## src/logic/lcdp_pkg.sv

```systemverilog
package lcdp_pkg;
   localparam int    SYS_CLK_HZ     = 100_000_000;
   localparam int    OSC_HZ         = 80_000;
   localparam int    OSC_DIV        = SYS_CLK_HZ / OSC_HZ;
   localparam int    PUMP_HZ        = 10_000;
   localparam int    PUMP_DIV       = OSC_HZ / PUMP_HZ;
   localparam int    FRAME_US_X10   = 135_000;
   localparam int    OSC_PERIOD_X10 = 125;
   localparam int    FRAME_TICKS    = FRAME_US_X10 / OSC_PERIOD_X10;
   localparam int    RESET_US       = 1_200;
   localparam int    RESET_CYC      = RESET_US * (SYS_CLK_HZ / 1_000_000);
   localparam int    BUSY_TICKS     = 4;
   localparam int    PTR_W          = 7;
   localparam logic [7:0] CMD_ENTRY_INC = 8'h06;
   localparam logic [7:0] CMD_FSET_MASK = 8'he0;
   localparam logic [7:0] CMD_FSET_VAL  = 8'h20;
   localparam int    FSET_DL_BIT    = 4;
   localparam int    ENTRY_ID_BIT   = 1;
   localparam logic [7:0] ENTRY_MASK    = 8'hfc;
   localparam logic [7:0] ENTRY_VAL     = 8'h04;
   localparam logic       WIDTH_RESET   = 1'b1;
   localparam int    FIFO_DEPTH     = 8;
endpackage

```

## src/logic/lcdp_if.sv

```systemverilog
`timescale 1ns/10ps
interface lcdp_if;
   logic       register_select;
   logic       read_sel;
   logic       strobe;
   logic [7:0] host_data;
   logic [7:0] host_data_oe;
   logic [7:0] dev_data;
   logic [7:0] dev_data_oe;
   modport dev (input register_select, read_sel, strobe, host_data,
                output dev_data, dev_data_oe);
   modport host (output register_select, read_sel, strobe, host_data,
                 host_data_oe, input dev_data);
endinterface

```

## src/logic/lcdp_fifo.sv

```systemverilog
`timescale 1ns/10ps
module lcdp_fifo #(
   parameter int W = 9,
   parameter int D = 8
) (
   input  wire logic         sys_clk,
   input  wire logic         rstn,
   input  wire logic         in_valid,
   output      logic         in_ready,
   input  wire logic [W-1:0] in_data,
   output      logic         out_valid,
   input  wire logic         out_ready,
   output      logic [W-1:0] out_data
);
   localparam int AW = $clog2(D);
   typedef struct packed {
      logic [D-1:0][W-1:0] mem;
      logic [AW-1:0]       wp;
      logic [AW-1:0]       rp;
      logic [AW:0]         cnt;
   } lcdp_fifo_t;
   lcdp_fifo_t s, next_s;
   logic push, pop;
   assign in_ready  = (s.cnt != (AW+1)'(D));
   assign out_valid = (s.cnt != '0);
   assign out_data  = s.mem[s.rp];
   assign push = in_valid && in_ready;
   assign pop  = out_valid && out_ready;
   always_comb begin
      next_s = s;
      if (push) begin
         next_s.mem[s.wp] = in_data;
         next_s.wp = (s.wp == AW'(D-1)) ? '0 : s.wp + 1'b1;
      end
      if (pop) begin
         next_s.rp = (s.rp == AW'(D-1)) ? '0 : s.rp + 1'b1;
      end
      next_s.cnt = s.cnt + (AW+1)'(push) - (AW+1)'(pop);
   end
   always_ff @(posedge sys_clk or negedge rstn) begin
      if (!rstn) begin
         s <= '0;
      end else begin
         s <= next_s;
      end
   end
endmodule

```

## src/logic/lcdp_host.sv

```systemverilog
`timescale 1ns/10ps
module lcdp_host #(
   parameter int DEPTH = lcdp_pkg::FIFO_DEPTH,
   parameter int PHASE = 8
) (
   input  wire logic       sys_clk,
   input  wire logic       rstn,
   lcdp_if.host            bus,
   input  wire logic       req_valid,
   output      logic       req_ready,
   input  wire logic       req_rs,
   input  wire logic [7:0] req_byte,
   input  wire logic       nibble_mode,
   output      logic       done
);
   typedef enum logic [2:0] {IDLE, WSET, WHI, POLL, PHI} lcdp_st_t;
   typedef struct packed {
      lcdp_st_t   st;
      logic [7:0] cnt;
      logic       half;
      logic       rs;
      logic       rd;
      logic       stb;
      logic [7:0] d;
      logic [7:0] oe;
      logic       pop;
      logic       done;
      logic       wid;
      logic [7:0] ds2;
      logic [7:0] ds3;
      logic       busy_hi;
   } lcdp_host_t;
   lcdp_host_t s, n;
   logic       f_valid, f_ready;
   logic [8:0] f_data;
   lcdp_fifo #(.W(9), .D(DEPTH)) i_lcdp_fifo (
      .sys_clk   (sys_clk),
      .rstn      (rstn),
      .in_valid  (req_valid),
      .in_ready  (req_ready),
      .in_data   ({req_rs, req_byte}),
      .out_valid (f_valid),
      .out_ready (f_ready),
      .out_data  (f_data)
   );
   assign f_ready = s.pop;
   always_comb begin
      n = s;
      n.pop = 1'b0;
      n.done = 1'b0;
      n.ds2 = bus.dev_data;
      n.ds3 = s.ds2;
      n.cnt = s.cnt + 1'b1;
      case (s.st)
         IDLE: begin
            n.cnt = '0;
            if (f_valid && !s.pop) begin
               n.st = WSET;
               n.rs = f_data[8];
               n.wid = nibble_mode;
               n.rd = 1'b0;
               n.half = 1'b0;
               n.oe = nibble_mode ? 8'hf0 : 8'hff;
               n.d = f_data[7:0];
            end
         end
         WSET: begin
            n.stb = (s.cnt < 8'(PHASE));
            if (s.cnt == 8'(2 * PHASE)) begin
               n.cnt = '0;
               if (s.wid && !s.half) begin
                  n.half = 1'b1;
                  n.d = {s.d[3:0], 4'h0};
               end else begin
                  n.st = POLL;
                  n.pop = 1'b1;
                  n.rs = 1'b0;
                  n.rd = 1'b1;
                  n.oe = '0;
                  n.half = 1'b0;
                  // Poll in the width that this write has just chosen.
                  if (!f_data[8] && (f_data[7:0] & lcdp_pkg::CMD_FSET_MASK)
                      == lcdp_pkg::CMD_FSET_VAL) begin
                     n.wid = !f_data[lcdp_pkg::FSET_DL_BIT];
                  end
               end
            end
         end
         POLL: begin
            n.stb = (s.cnt < 8'(PHASE));
            if (s.cnt == 8'(PHASE - 1) && !s.half) begin
               n.busy_hi = s.ds3[7];
            end
            if (s.cnt == 8'(2 * PHASE)) begin
               n.cnt = '0;
               if (s.wid && !s.half) begin
                  n.half = 1'b1;
               end else if (!s.busy_hi) begin
                  n.st = IDLE;
                  n.done = 1'b1;
                  n.rd = 1'b0;
               end else begin
                  n.half = 1'b0;
               end
            end
         end
         default: n.st = IDLE;
      endcase
   end
   always_ff @(posedge sys_clk or negedge rstn) begin
      if (!rstn) begin
         s <= '0;
         s.busy_hi <= 1'b1;
      end else begin
         s <= n;
      end
   end
   assign bus.register_select = s.rs;
   assign bus.read_sel        = s.rd;
   assign bus.strobe          = s.stb;
   assign bus.host_data       = s.d;
   assign bus.host_data_oe    = s.oe;
   assign done                = s.done;
endmodule

```

## src/flat_wrapper.sv

```systemverilog
// flat-port wrapper written by rule: the top's interface ports become plain ports
module lcdp_host_flat 
#(
   parameter int DEPTH = lcdp_pkg::FIFO_DEPTH,
   parameter int PHASE = 8
)
  (sys_clk, rstn, req_valid, req_ready, req_rs, req_byte, nibble_mode, done, bus_register_select, bus_read_sel, bus_strobe, bus_host_data, bus_host_data_oe, bus_dev_data);
  lcdp_if bus_i ();
  input  wire logic sys_clk;
  input  wire logic rstn;
  input  wire logic req_valid;
  output      logic req_ready;
  input  wire logic req_rs;
  input  wire logic [7:0] req_byte;
  input  wire logic nibble_mode;
  output      logic done;
  output wire logic [$bits(bus_i.register_select)-1:0] bus_register_select;
  output wire logic [$bits(bus_i.read_sel)-1:0] bus_read_sel;
  output wire logic [$bits(bus_i.strobe)-1:0] bus_strobe;
  output wire logic [$bits(bus_i.host_data)-1:0] bus_host_data;
  output wire logic [$bits(bus_i.host_data_oe)-1:0] bus_host_data_oe;
  input wire logic [$bits(bus_i.dev_data)-1:0] bus_dev_data;
  assign bus_register_select = bus_i.register_select;
  assign bus_read_sel = bus_i.read_sel;
  assign bus_strobe = bus_i.strobe;
  assign bus_host_data = bus_i.host_data;
  assign bus_host_data_oe = bus_i.host_data_oe;
  assign bus_i.dev_data = bus_dev_data;
  lcdp_host #(.DEPTH(DEPTH), .PHASE(PHASE)) u_core (.sys_clk(sys_clk), .rstn(rstn), .bus(bus_i), .req_valid(req_valid), .req_ready(req_ready), .req_rs(req_rs), .req_byte(req_byte), .nibble_mode(nibble_mode), .done(done));
endmodule
```

## config.mk

```make
export PLATFORM = sky130hd
export DESIGN_NAME = lcdp_host_flat
export DESIGN_NICKNAME = d
export VERILOG_FILES = /design/src/logic/lcdp_pkg.sv /design/src/logic/lcdp_if.sv /design/src/logic/lcdp_fifo.sv /design/src/logic/lcdp_host.sv /design/src/flat_wrapper.sv
export SDC_FILE = /design/constraint.sdc
export NUM_CORES = 1
export LEC_CHECK = 0
export ABC_AREA = 1
export BUFFER_PORTS_ARGS = -buffer_cell sky130_fd_sc_hd__buf_4
export CAP_MARGIN = 20
export CORE_ASPECT_RATIO = 0.7
export CORE_MARGIN = 5
export CORE_UTILIZATION = 35
export CTS_CLUSTER_SIZE = 8
export DETAILED_ROUTE_END_ITERATION = 8
export PLACE_DENSITY_LB_ADDON = 0.05
export SLEW_MARGIN = 20
export SYNTH_ARGS = -nofsm -noshare
export SYNTH_HDL_FRONTEND = slang
export SYNTH_SLANG_ARGS = --single-unit
```

## constraint.sdc

```tcl
create_clock -name sys_clk -period 6.1 [get_ports sys_clk]
set_input_delay 0 -clock sys_clk [delete_from_list [all_inputs] [get_ports sys_clk]]
set_output_delay 0 -clock sys_clk [all_outputs]
set_load 0.05 [all_outputs]
```

==> results of run 1 <==
cell families after synthesis:
| group | count (synthesis) |
|---|---|
| adders and majority gates | 13 |
| DFF | 112 |
| xor gates and xnor gates | 5 |
| and+or+nand+nor | 273 |
| buffers and inverters | 107 |
| AOI/OAI and AO/OA | 129 |
through the flow:
stage | power [mW] | worst slack, ps | instances
after detailed placement | 2.59 | 4030 | 838
after global placement | 2.56 | 4050 | 838
final | 3.21 | 4040 | 857
after global routing | 3.48 | 3780 | 857
after CTS | 3.25 | 4020 | 857
after floorplan | 2.29 | 4020 | 639
state kept, by name (all words and copies together) (netlist names):
register and flops:
u_core.bus.host_data_oe 2, u_core.s 14, u_core.bus.host_data 8, u_core.n 1
u_core.bus.register_select 1, u_core.bus.read_sel 1, u_core.bus.strobe 1, u_core.i_lcdp_fifo.s 82
u_core.f_ready 1, u_core.done 1
synthesized netlist by cell type:
| library cell | n |
|---|---|
| nand4_2 | 4 |
| nor4_1 | 1 |
| a21oi_2 | 1 |
| o21ai_0 | 101 |
| nand2_2 | 4 |
| nand2_1 | 163 |
| nor3_1 | 4 |
| nand4_1 | 1 |
| nor2_1 | 43 |
| buf_6 | 5 |
| nand3_2 | 6 |
| nor2_2 | 2 |
| clkbuf_2 | 3 |
| nand3b_1 | 1 |
| a21oi_1 | 4 |
| buf_4 | 18 |
| fa_1 | 1 |
| o22ai_1 | 5 |
| a31oi_1 | 2 |
| o221ai_1 | 4 |
| xor2_1 | 4 |
| or2_2 | 1 |
| xnor2_1 | 1 |
| inv_2 | 7 |
| dfrtp_1 | 111 |
| ha_1 | 12 |
| buf_2 | 12 |
| nand3_1 | 37 |
| o21ai_2 | 2 |
| o21ai_1 | 9 |
| nor3b_1 | 2 |
| inv_4 | 2 |
| inv_1 | 57 |
| clkinv_1 | 3 |
| nor2_4 | 4 |
| dfstp_2 | 1 |
| a32oi_1 | 1 |
path summary, 6_finish.rpt:
kind / from / endpoint / slack, ps / cells after the start
setup / recovery: u_core.i_lcdp_fifo.s[2] / u_core.i_lcdp_fifo.s[2] / 4040 / 10
min in group asynchronous: rstn / u_core.i_lcdp_fifo.s[57] / 150 / 2
hold reg to reg: u_core.n[8] / u_core.s[8] / 350 / 0
setup reg to reg: u_core.i_lcdp_fifo.s[2] / u_core.i_lcdp_fifo.s[2] / 4040 / 10
max in group asynchronous: rstn / u_core.s[45] / 4870 / 3
hold / removal: req_byte[4] / u_core.i_lcdp_fifo.s[77] / 8 / 3
power breakdown:
| group | internal [mW] | total (mW) | switching, mW | leakage, nW |
|---|---|---|---|---|
| logic | 0.422 | 1.31 | 0.892 | 1.43 |
| clock network | 0.366 | 0.644 | 0.279 | 0.158 |
| registers | 1.06 | 1.25 | 0.194 | 1.41 |
| total | 1.84 | 3.21 | 1.36 | 3.01 |
layout make-up:
| class | count | area [um2] | share of cell area (%) |
|---|---|---|---|
| timing repair buffer | 40 | 312 | 5.14 |
| sequential | 112 | 2800 | 46.2 |
| inverter | 69 | 264 | 4.35 |
| tap | 200 | 250 | 4.12 |
| multi-input combinational | 420 | 2110 | 34.8 |
| clock inverter | 3 | 46.3 | 0.763 |
| clock buffer | 13 | 280 | 4.62 |
metal layers:
layer,up-vias,GRT usage [%],wire length [um]
met3,10,3.56,580
met4,0,3.47,126
li1,2077,-,-
met2,67,24.5,5860
met5,-,0,0
met1,1947,22.9,7050
worst register-to-register path, cell delays in order (launching register included):
cell and delay (ps):
dfrtp_1 360, inv_1 100, ha_1 160, nand3_1 100, nand2_1 70, inv_1 110, ha_1 290, inv_1 30
ha_1 200, fa_1 380, xor2_1 150
==> impl_results.md, run 1 <==
- Slowest CP cell: fa_1
- Max-slew headroom: 51.2%
- Core Area: 15,400 um2
- Commonest cells after routing, fill and taps aside: nand2_1 (163), dfrtp_1 (111), o21ai_0 (101)
- Die Span Y: 114 um
- Crit-path cells: inv_1 -> ha_1 -> nand3_1 -> nand2_1 -> inv_1 -> ha_1 -> inv_1 -> ha_1 -> fa_1 -> xor2_1
- Final Hold Viols: 0
- Initial Util: 35.5%
- Largest net degree at the start of global routing: 77
- Congestion Overflow GR: 0
- FF+latch count, synth: 112
- Hold WC Path Type: primary input to register
- Setup_tns: 0 ps
- Crit path max-delay family: adder cells
- Layout cell share with drive strength beyond 1: 13.2%
- Max Cap Viol: 0
- Clock latency on the worst-skew pair: 360 ps
- XOR/XNOR share of the synthesized area: 0.804%
- Cell taking the most area after synthesis: dfrtp_1
- Number of diodes: 0
- Sequential share of the synthesized area: 51.5%
- Mean Syn Cell Area: 8.52 um2
- Status: complete, no violations
- Total GRT Usage: 15.8%
- DP HPWL: 8.68 mm
- Crit path kind: register to register
- Cts repair resizes: 0
- Worst EP required: 6350 ps
- Crit end category: register
- # hold bufs at CTS: 3
- Top-area cell type share of the netlist area: 51.0%
- Max-slew violations: 0
- # fillers: 1,597
- Area contributors post-synth: dfrtp_1 (51%), nand2_1 (11%), o21ai_0 (9.3%)
- H-tree depth: 3
- Port buffer count: 34
- Max Freq: 486 MHz
- Routed via count: 4,101
- Drt first pass iters: 5
- First-pass GRT wire length: 22.7 mm
- Placed inst area: 5710 um2
- Drt via density: 4.79
- Initial antenna violation count: 0
- DRT Wirelength: 13.6 mm
- Commonest non-fill, non-tap cell in the layout: nand2_1
- Synth Area in Compound Gates: 12.6%
- Area delta synth->final: 11.4%
- Netlist cell types: 37
- Die width: 159 um
- CP bufs+invs: 3
- Yosys warnings: 0
- Clock Path Buffers: 2
- Die area: 18,200 um2
- CP max FO: 7
- Post-synthesis simple-gate area fraction: 22.3%
- Number of setup buffers added after CTS: 0
- Routed length per instance: 15.9 um
- GP Congestion: 0.764
- Multiplexer area fraction after synthesis: 0%
- Final instance area: 6070 um2
- Drt drc: 0
- Cells after synthesis: 639
- Row count: 38
- Ports: 42
- Clock Skew: 11.2 ps
- Final hold slack: 7.77 ps
- ANT nets after route: 0
- RSZ-0062 raised after global routing: false
- P_leak: 3.01 nW
- Worst vdd ir: 0.158 mV
- Worst Path Arrival: 2310 ps
- Post-Synth Adder-Cell Area: 3.13%
- Detailed Route Iter0 Violations: 314
- Num CTS Buffers: 9
- Largest family of logic cells by synthesized area: simple AND/OR/NAND/NOR gates
- CTS tree: built
- Post-Syn Nets: 673
- Max incr delay on CP: 380 ps
- Root Buffer Master: clkbuf_16
- Vias in the first global route: 4,190
- CP startpoint kind: register
- Clock net sink count: 112
- Mapped Area: 5450 um2
- Nets: 686
- Clk slew on worst S/H paths: 80 ps
- Slew @ Worst Pin: 733 ps
- Final core utilization: 39.5%
- Pwr per Cell Area: 529 nW/um2
- Finish-stage setup viols: 0
- Final Critical Period: 2060 ps
- Tcrit/Tclk final: 33.7%
No activity file was read; power rests on OpenSTA's default activity.
==> run 2: changes to the inputs <==
clock period = 2.1 ns   (was 6.1 ns; I/O delays follow)
==> impl_results.md, run 2 (same netlist as run 1, synthesis figures left out) <==
- Post-Place Setup Slack: 115 ps (-3920 ps)
- Drt drc: 0 (unchanged)
- Routed length per instance: 15.6 um (-1.5%)
- Largest net degree at the start of global routing: 44 (-43%)
- Hold WC Path Type: primary input to register
- Crit path max-delay family: adder cells
- Drt first pass iters: 4 (-1)
- Clock Path Buffers: 2 (unchanged)
- Number of setup buffers added after CTS: 0 (unchanged)
- H-tree depth: 3 (unchanged)
- Final Critical Period: 1940 ps (-116 ps)
- Ports: 42 (unchanged)
- Clk slew on worst S/H paths: 80 ps (about the same)
- Most frequent CP cell: ha_1
- Routed via count: 4,146 (+1.1%)
- Clock Skew: 8.73 ps (-2.44 ps)
- Slew @ Worst Pin: 619 ps (-114 ps)
- Detailed Route Iter0 Violations: 252 (-20%)
- Commonest cells after routing, fill and taps aside: nand2_1 (163), dfrtp_1 (111), o21ai_0 (101)
- Final hold slack: 18.2 ps (+10.5 ps)
- ANT nets after route: 0 (unchanged)
- GP Congestion: 0.797 (+4.3%)
- CP startpoint kind: register
- Pwr Total: 9.64 mW (+200%)
- Final core utilization: 40.6% (+1.1 points)
- # fillers: 1,561 (-2.3%)
- Die width: 159 um (unchanged)
- Drt via density: 4.77 (-0.41%)
- Row count: 38 (unchanged)
- Layout cell share with drive strength beyond 1: 14.9% (+1.7 points)
- Total GRT Usage: 16.0% (+0.14 points)
- Status: complete, no violations
- RSZ-0062 raised after global routing: false
- CP bufs+invs: 3 (unchanged)
- Max Freq: 515 MHz (+6.0%)
- Finish-stage setup viols: 0 (unchanged)
- Worst EP required: 2350 ps (-4000 ps)
- Root Buffer Master: clkbuf_16
- Worst setup margin: 160 ps (-3880 ps)
- Setup_tns: 0 ps (unchanged)
- Initial Util: 35.5% (unchanged)
- DRT Wirelength: 13.6 mm (about the same)
- CP max FO: 3 (-4)
- Nets: 699 (+1.9%)
- Max reg flops: 82 (unchanged)
- Pwr per Cell Area: 1540 nW/um2 (+190%)
- Num CTS Buffers: 9 (unchanged)
- Number of diodes: 0 (unchanged)
- Max-slew violations: 0 (unchanged)
- Max-slew headroom: 58.7% (+7.6 points)
- Max incr delay on CP: 380 ps (about the same)
- Max Cap Viol: 0 (unchanged)
- Area delta synth->final: 14.6%
- Commonest non-fill, non-tap cell in the layout: nand2_1
- Biggest register: u_core.i_lcdp_fifo.s
- Tcrit/Tclk final: 92.4% (+59 points)
- Crit path kind: register to register
- DP HPWL: 9.20 mm (+6.0%)
- Port buffer count: 34 (unchanged)
- Crit-path cells: inv_2 -> ha_1 -> nand3_1 -> nand2_1 -> inv_1 -> ha_1 -> inv_1 -> ha_1 -> fa_1 -> xor2_1
- P_leak: 3.10 nW (+3.0%)
- Crit end category: register
- Final Hold Viols: 0 (unchanged)
- Die area: 18,200 um2 (unchanged)
- Clock net sink count: 112 (unchanged)
- Clock latency on the worst-skew pair: 360 ps (about the same)
- Core Area: 15,400 um2 (unchanged)
- First-pass GRT wire length: 22.9 mm (+0.97%)
- Congestion Overflow GR: 0 (unchanged)
- Worst vdd ir: 0.540 mV (+240%)
- Worst Path Arrival: 2190 ps (-120 ps)
- Vias in the first global route: 4,149 (-0.98%)
- Slowest CP cell: dfrtp_1
- Die Span Y: 114 um (unchanged)
- Initial antenna violation count: 0 (unchanged)
- CTS tree: built
==> run 2: cell types whose count changed in the layout (fill, tap and decap cells not counted), sizes merged <==
cell and delta:
clkbuf -3, dlygate4sd3 +1, clkinvlp -1, bufinv +3
buf +12, inv +1
==> run 2: area by class of cell <==
class | count | area [um2] | area share [%]
Timing Repair Buffer | 53 | 433 | 6.94
Inverter | 69 | 264 | 4.23
Clock buffer | 10 | 239 | 3.83
Multi-Input combinational cell | 420 | 2110 | 33.8
Clock inverter | 6 | 138 | 2.21
Tap cell | 200 | 250 | 4.01
Sequential cell | 112 | 2800 | 44.9
==> run 2: final timing paths <==
kind	startpoint	endpoint	slack (ps)	cells after the start
hold / removal	req_byte[2]	u_core.i_lcdp_fifo.s[12]	20	3
min in group asynchronous	rstn	u_core.i_lcdp_fifo.s[58]	190	2
hold reg to reg	u_core.n[8]	u_core.s[8]	360	0
max in group asynchronous	rstn	u_core.s[0]	1230	3
setup / recovery	u_core.i_lcdp_fifo.s[2]	u_core.i_lcdp_fifo.s[2]	160	10
setup reg to reg	u_core.i_lcdp_fifo.s[2]	u_core.i_lcdp_fifo.s[2]	160	10
==> run 2: routing by layer <==
layer	GRT usage [%]	share of wire (%)	up-vias
li1	-	-	2110
met1	23.3	53	1956
met3	3.49	3.6	13
met5	0	0	-
met2	24.2	42	67
met4	4.26	1.4	0
==> run 2: tightest hold or removal path, delay by kind of cell <==
family                 cells  cell delay (ps)
AOI/OAI and AO/OA          1              170
buffers and inverters      2              160
==> run 2: what timing repair did <==
item                                    in CTS  in global routing
hold buffers                                 4                  0
resized for setup                            0                  1
endpoints found under the setup margin       0                  1
endpoints found under the hold margin       45                  0
==> run 2: metrics by stage <==
stage / std cells / instance area (um2)
floorplan: 639 / 5450
global placement: 850 / 5820
detailed placement: 850 / 5820
CTS: 870 / 6240
global route: 870 / 6240
finish: 870 / 6240
==> run 2: power by group <==
part	switching, mW	internal [mW]	total (mW)
Clock	0.820	1.33	2.15
Sequential	0.576	3.07	3.65
Combinational	2.57	1.28	3.84
Total	3.96	5.67	9.64
==> run 3: changes to the inputs <==
CTS_BUF_LIST = sky130_fd_sc_hd__clkbuf_8   (was not set)
==> impl_results.md, run 3 (same netlist as run 1, synthesis figures left out) <==
- Hold WC Path Type: primary input to register
- P_leak: 3.08 nW (-0.57%)
- DRT Wirelength: 13.6 mm (about the same)
- Finish-stage setup viols: 0 (unchanged)
- Worst Path Arrival: 2190 ps (about the same)
- Largest net degree at the start of global routing: 44 (unchanged)
- CTS tree: built
- Crit path kind: register to register
- Final Critical Period: 1910 ps (-33.0 ps)
- Die Span Y: 114 um (unchanged)
- Area of the multi-input gates: 2110 um2 (+0.12%)
- # fillers: 1,570 (+0.58%)
- Crit path max-delay family: adder cells
- GP Congestion: 0.797 (unchanged)
- Initial antenna violation count: 0 (unchanged)
- Detailed Route Iter0 Violations: 258 (+2.4%)
- Final Hold Viols: 0 (unchanged)
- Clock latency on the worst-skew pair: 390 ps (+30 ps)
- Max Cap Viol: 0 (unchanged)
- Drt drc: 0 (unchanged)
- First-pass GRT wire length: 23.0 mm (+0.27%)
- Max incr delay on CP: 390 ps (about the same)
- Max Freq: 524 MHz (+1.7%)
- Clock net sink count: 112 (unchanged)
- Commonest non-fill, non-tap cell in the layout: nand2_1
- Slew @ Worst Pin: 621 ps (+1.57 ps)
- Pwr Total: 9.22 mW (-4.3%)
- Reg area: 2800 um2 (unchanged)
- ANT nets after route: 0 (unchanged)
- Ports: 42 (unchanged)
- RSZ-0062 raised after global routing: false
- Clock Skew: 10.5 ps (+1.74 ps)
- Drt via density: 4.79 (+0.49%)
- Vias in the first global route: 4,166 (+0.41%)
- Root Buffer Master: clkbuf_8
- Routed length per instance: 15.5 um (-0.70%)
- Worst vdd ir: 0.539 mV (-0.25%)
- Max reg flops: 82 (unchanged)
- Slowest CP cell: dfrtp_1
- Area delta synth->final: 14.0%
- CP max FO: 3 (unchanged)
- Initial Util: 35.5% (unchanged)
- Layout cell share with drive strength beyond 1: 14.9% (about the same)
- Crit end category: register
- Die width: 159 um (unchanged)
- Biggest register: u_core.i_lcdp_fifo.s
- Status: complete, no violations
- Die area: 18,200 um2 (unchanged)
- Clock Path Buffers: 2 (unchanged)
- CP bufs+invs: 3 (unchanged)
- Congestion Overflow GR: 0 (unchanged)
- Core Area: 15,400 um2 (unchanged)
- Port buffer count: 34 (unchanged)
- Nets: 706 (+1.0%)
- Number of setup buffers added after CTS: 0 (unchanged)
- Most frequent CP cell: ha_1
- Clk slew on worst S/H paths: 110 ps (+30 ps)
- Tcrit/Tclk final: 90.8% (-1.6 points)
- Row count: 38 (unchanged)
- Number of diodes: 0 (unchanged)
- Worst EP required: 2390 ps (+40 ps)
- Total GRT Usage: 16.0% (+0.031 points)
- Commonest cells after routing, fill and taps aside: nand2_1 (163), dfrtp_1 (111), o21ai_0 (101)
- CP startpoint kind: register
- Crit-path cells: inv_2 -> ha_1 -> nand3_1 -> nand2_1 -> inv_1 -> ha_1 -> inv_1 -> ha_1 -> fa_2 -> xor2_1
- Pwr per Cell Area: 1480 nW/um2 (-3.9%)
- DP HPWL: 9.20 mm (unchanged)
- Setup_tns: 0 ps (unchanged)
- Max-slew violations: 0 (unchanged)
- Routed via count: 4,200 (+1.3%)
- Drt first pass iters: 5 (+1)
- Max-slew headroom: 58.6% (-0.10 points)
- Num CTS Buffers: 9 (unchanged)
- H-tree depth: 3 (unchanged)
-- run 3: changes by cell type in the layout (fill, tap and decap cells not counted), sizes merged --
| cell | change |
|---|---|
| dlygate4sd3 | +7 |
-- run 3: worst paths after layout --
| path | startpoint | to | slack (ps) | cells after the start |
|---|---|---|---|---|
| max | u_core.i_lcdp_fifo.s[2] | u_core.i_lcdp_fifo.s[2] | 190 | 10 |
| max in group asynchronous | rstn | u_core.s[0] | 1260 | 3 |
| max reg2reg | u_core.i_lcdp_fifo.s[2] | u_core.i_lcdp_fifo.s[2] | 190 | 10 |
| min in group asynchronous | rstn | u_core.i_lcdp_fifo.s[58] | 160 | 2 |
| min reg2reg | u_core.n[8] | u_core.s[8] | 360 | 0 |
| min | req_byte[6] | u_core.i_lcdp_fifo.s[43] | 6 | 3 |
-- run 3: cell type report --
type	count	share of cell area, %
sequential	112	45.2
multi-input combinational	420	34.0
timing repair buffer	60	8.10
inverter	69	4.25
tap	200	4.03
clock buffer	10	2.22
clock inverter	6	2.22
-- run 3: worst register-to-register path, cell delays in order (launching register included) --
cell	delay, ps
dfrtp_1	390
inv_2	70
ha_1	140
nand3_1	90
nand2_1	70
inv_1	60
ha_1	270
inv_1	40
ha_1	200
fa_2	340
xor2_1	140
-- run 3: where the power goes --
| group | switching, mW | leakage, nW | total (mW) | internal [mW] |
|---|---|---|---|---|
| logic | 2.57 | 1.53 | 3.85 | 1.29 |
| clock network | 0.771 | 0.137 | 1.73 | 0.954 |
| registers | 0.576 | 1.41 | 3.64 | 3.06 |
-- run 3: what timing repair did --
action / in CTS / in global routing
hold buffers: 11 / 0
resized for setup: 0 / 2
setup endpoints to repair: 0 / 1
hold endpoints to repair: 94 / 0
-- run 3: per-layer routing --
metal | wire length, um | track usage (%) | vias to the layer above
li1 | - | - | 2121
met1 | 7230 | 23.4 | 1983
met2 | 5660 | 24.1 | 83
met3 | 542 | 3.53 | 13
met4 | 192 | 4.26 | 0
met5 | 0 | 0 | -
-- run 3: stage by stage --
| step | hold WS (ps) | setup WS (ps) | utilization, % | std cells | area (um2) |
|---|---|---|---|---|---|
| 2_1_floorplan | -296 | 24.1 | - | 639 | 5450 |
| 4_1_cts | 0.210 | 94.2 | 40.4 | 877 | 6210 |
| 3_5_place_dp | 60.2 | 115 | 37.9 | 850 | 5820 |
| 3_3_place_gp | 54.0 | 156 | 37.9 | 850 | 5820 |
| 5_1_grt | 6.06 | 41.3 | 40.4 | 877 | 6210 |
| 6_report | 6.34 | 193 | 40.4 | 877 | 6210 |
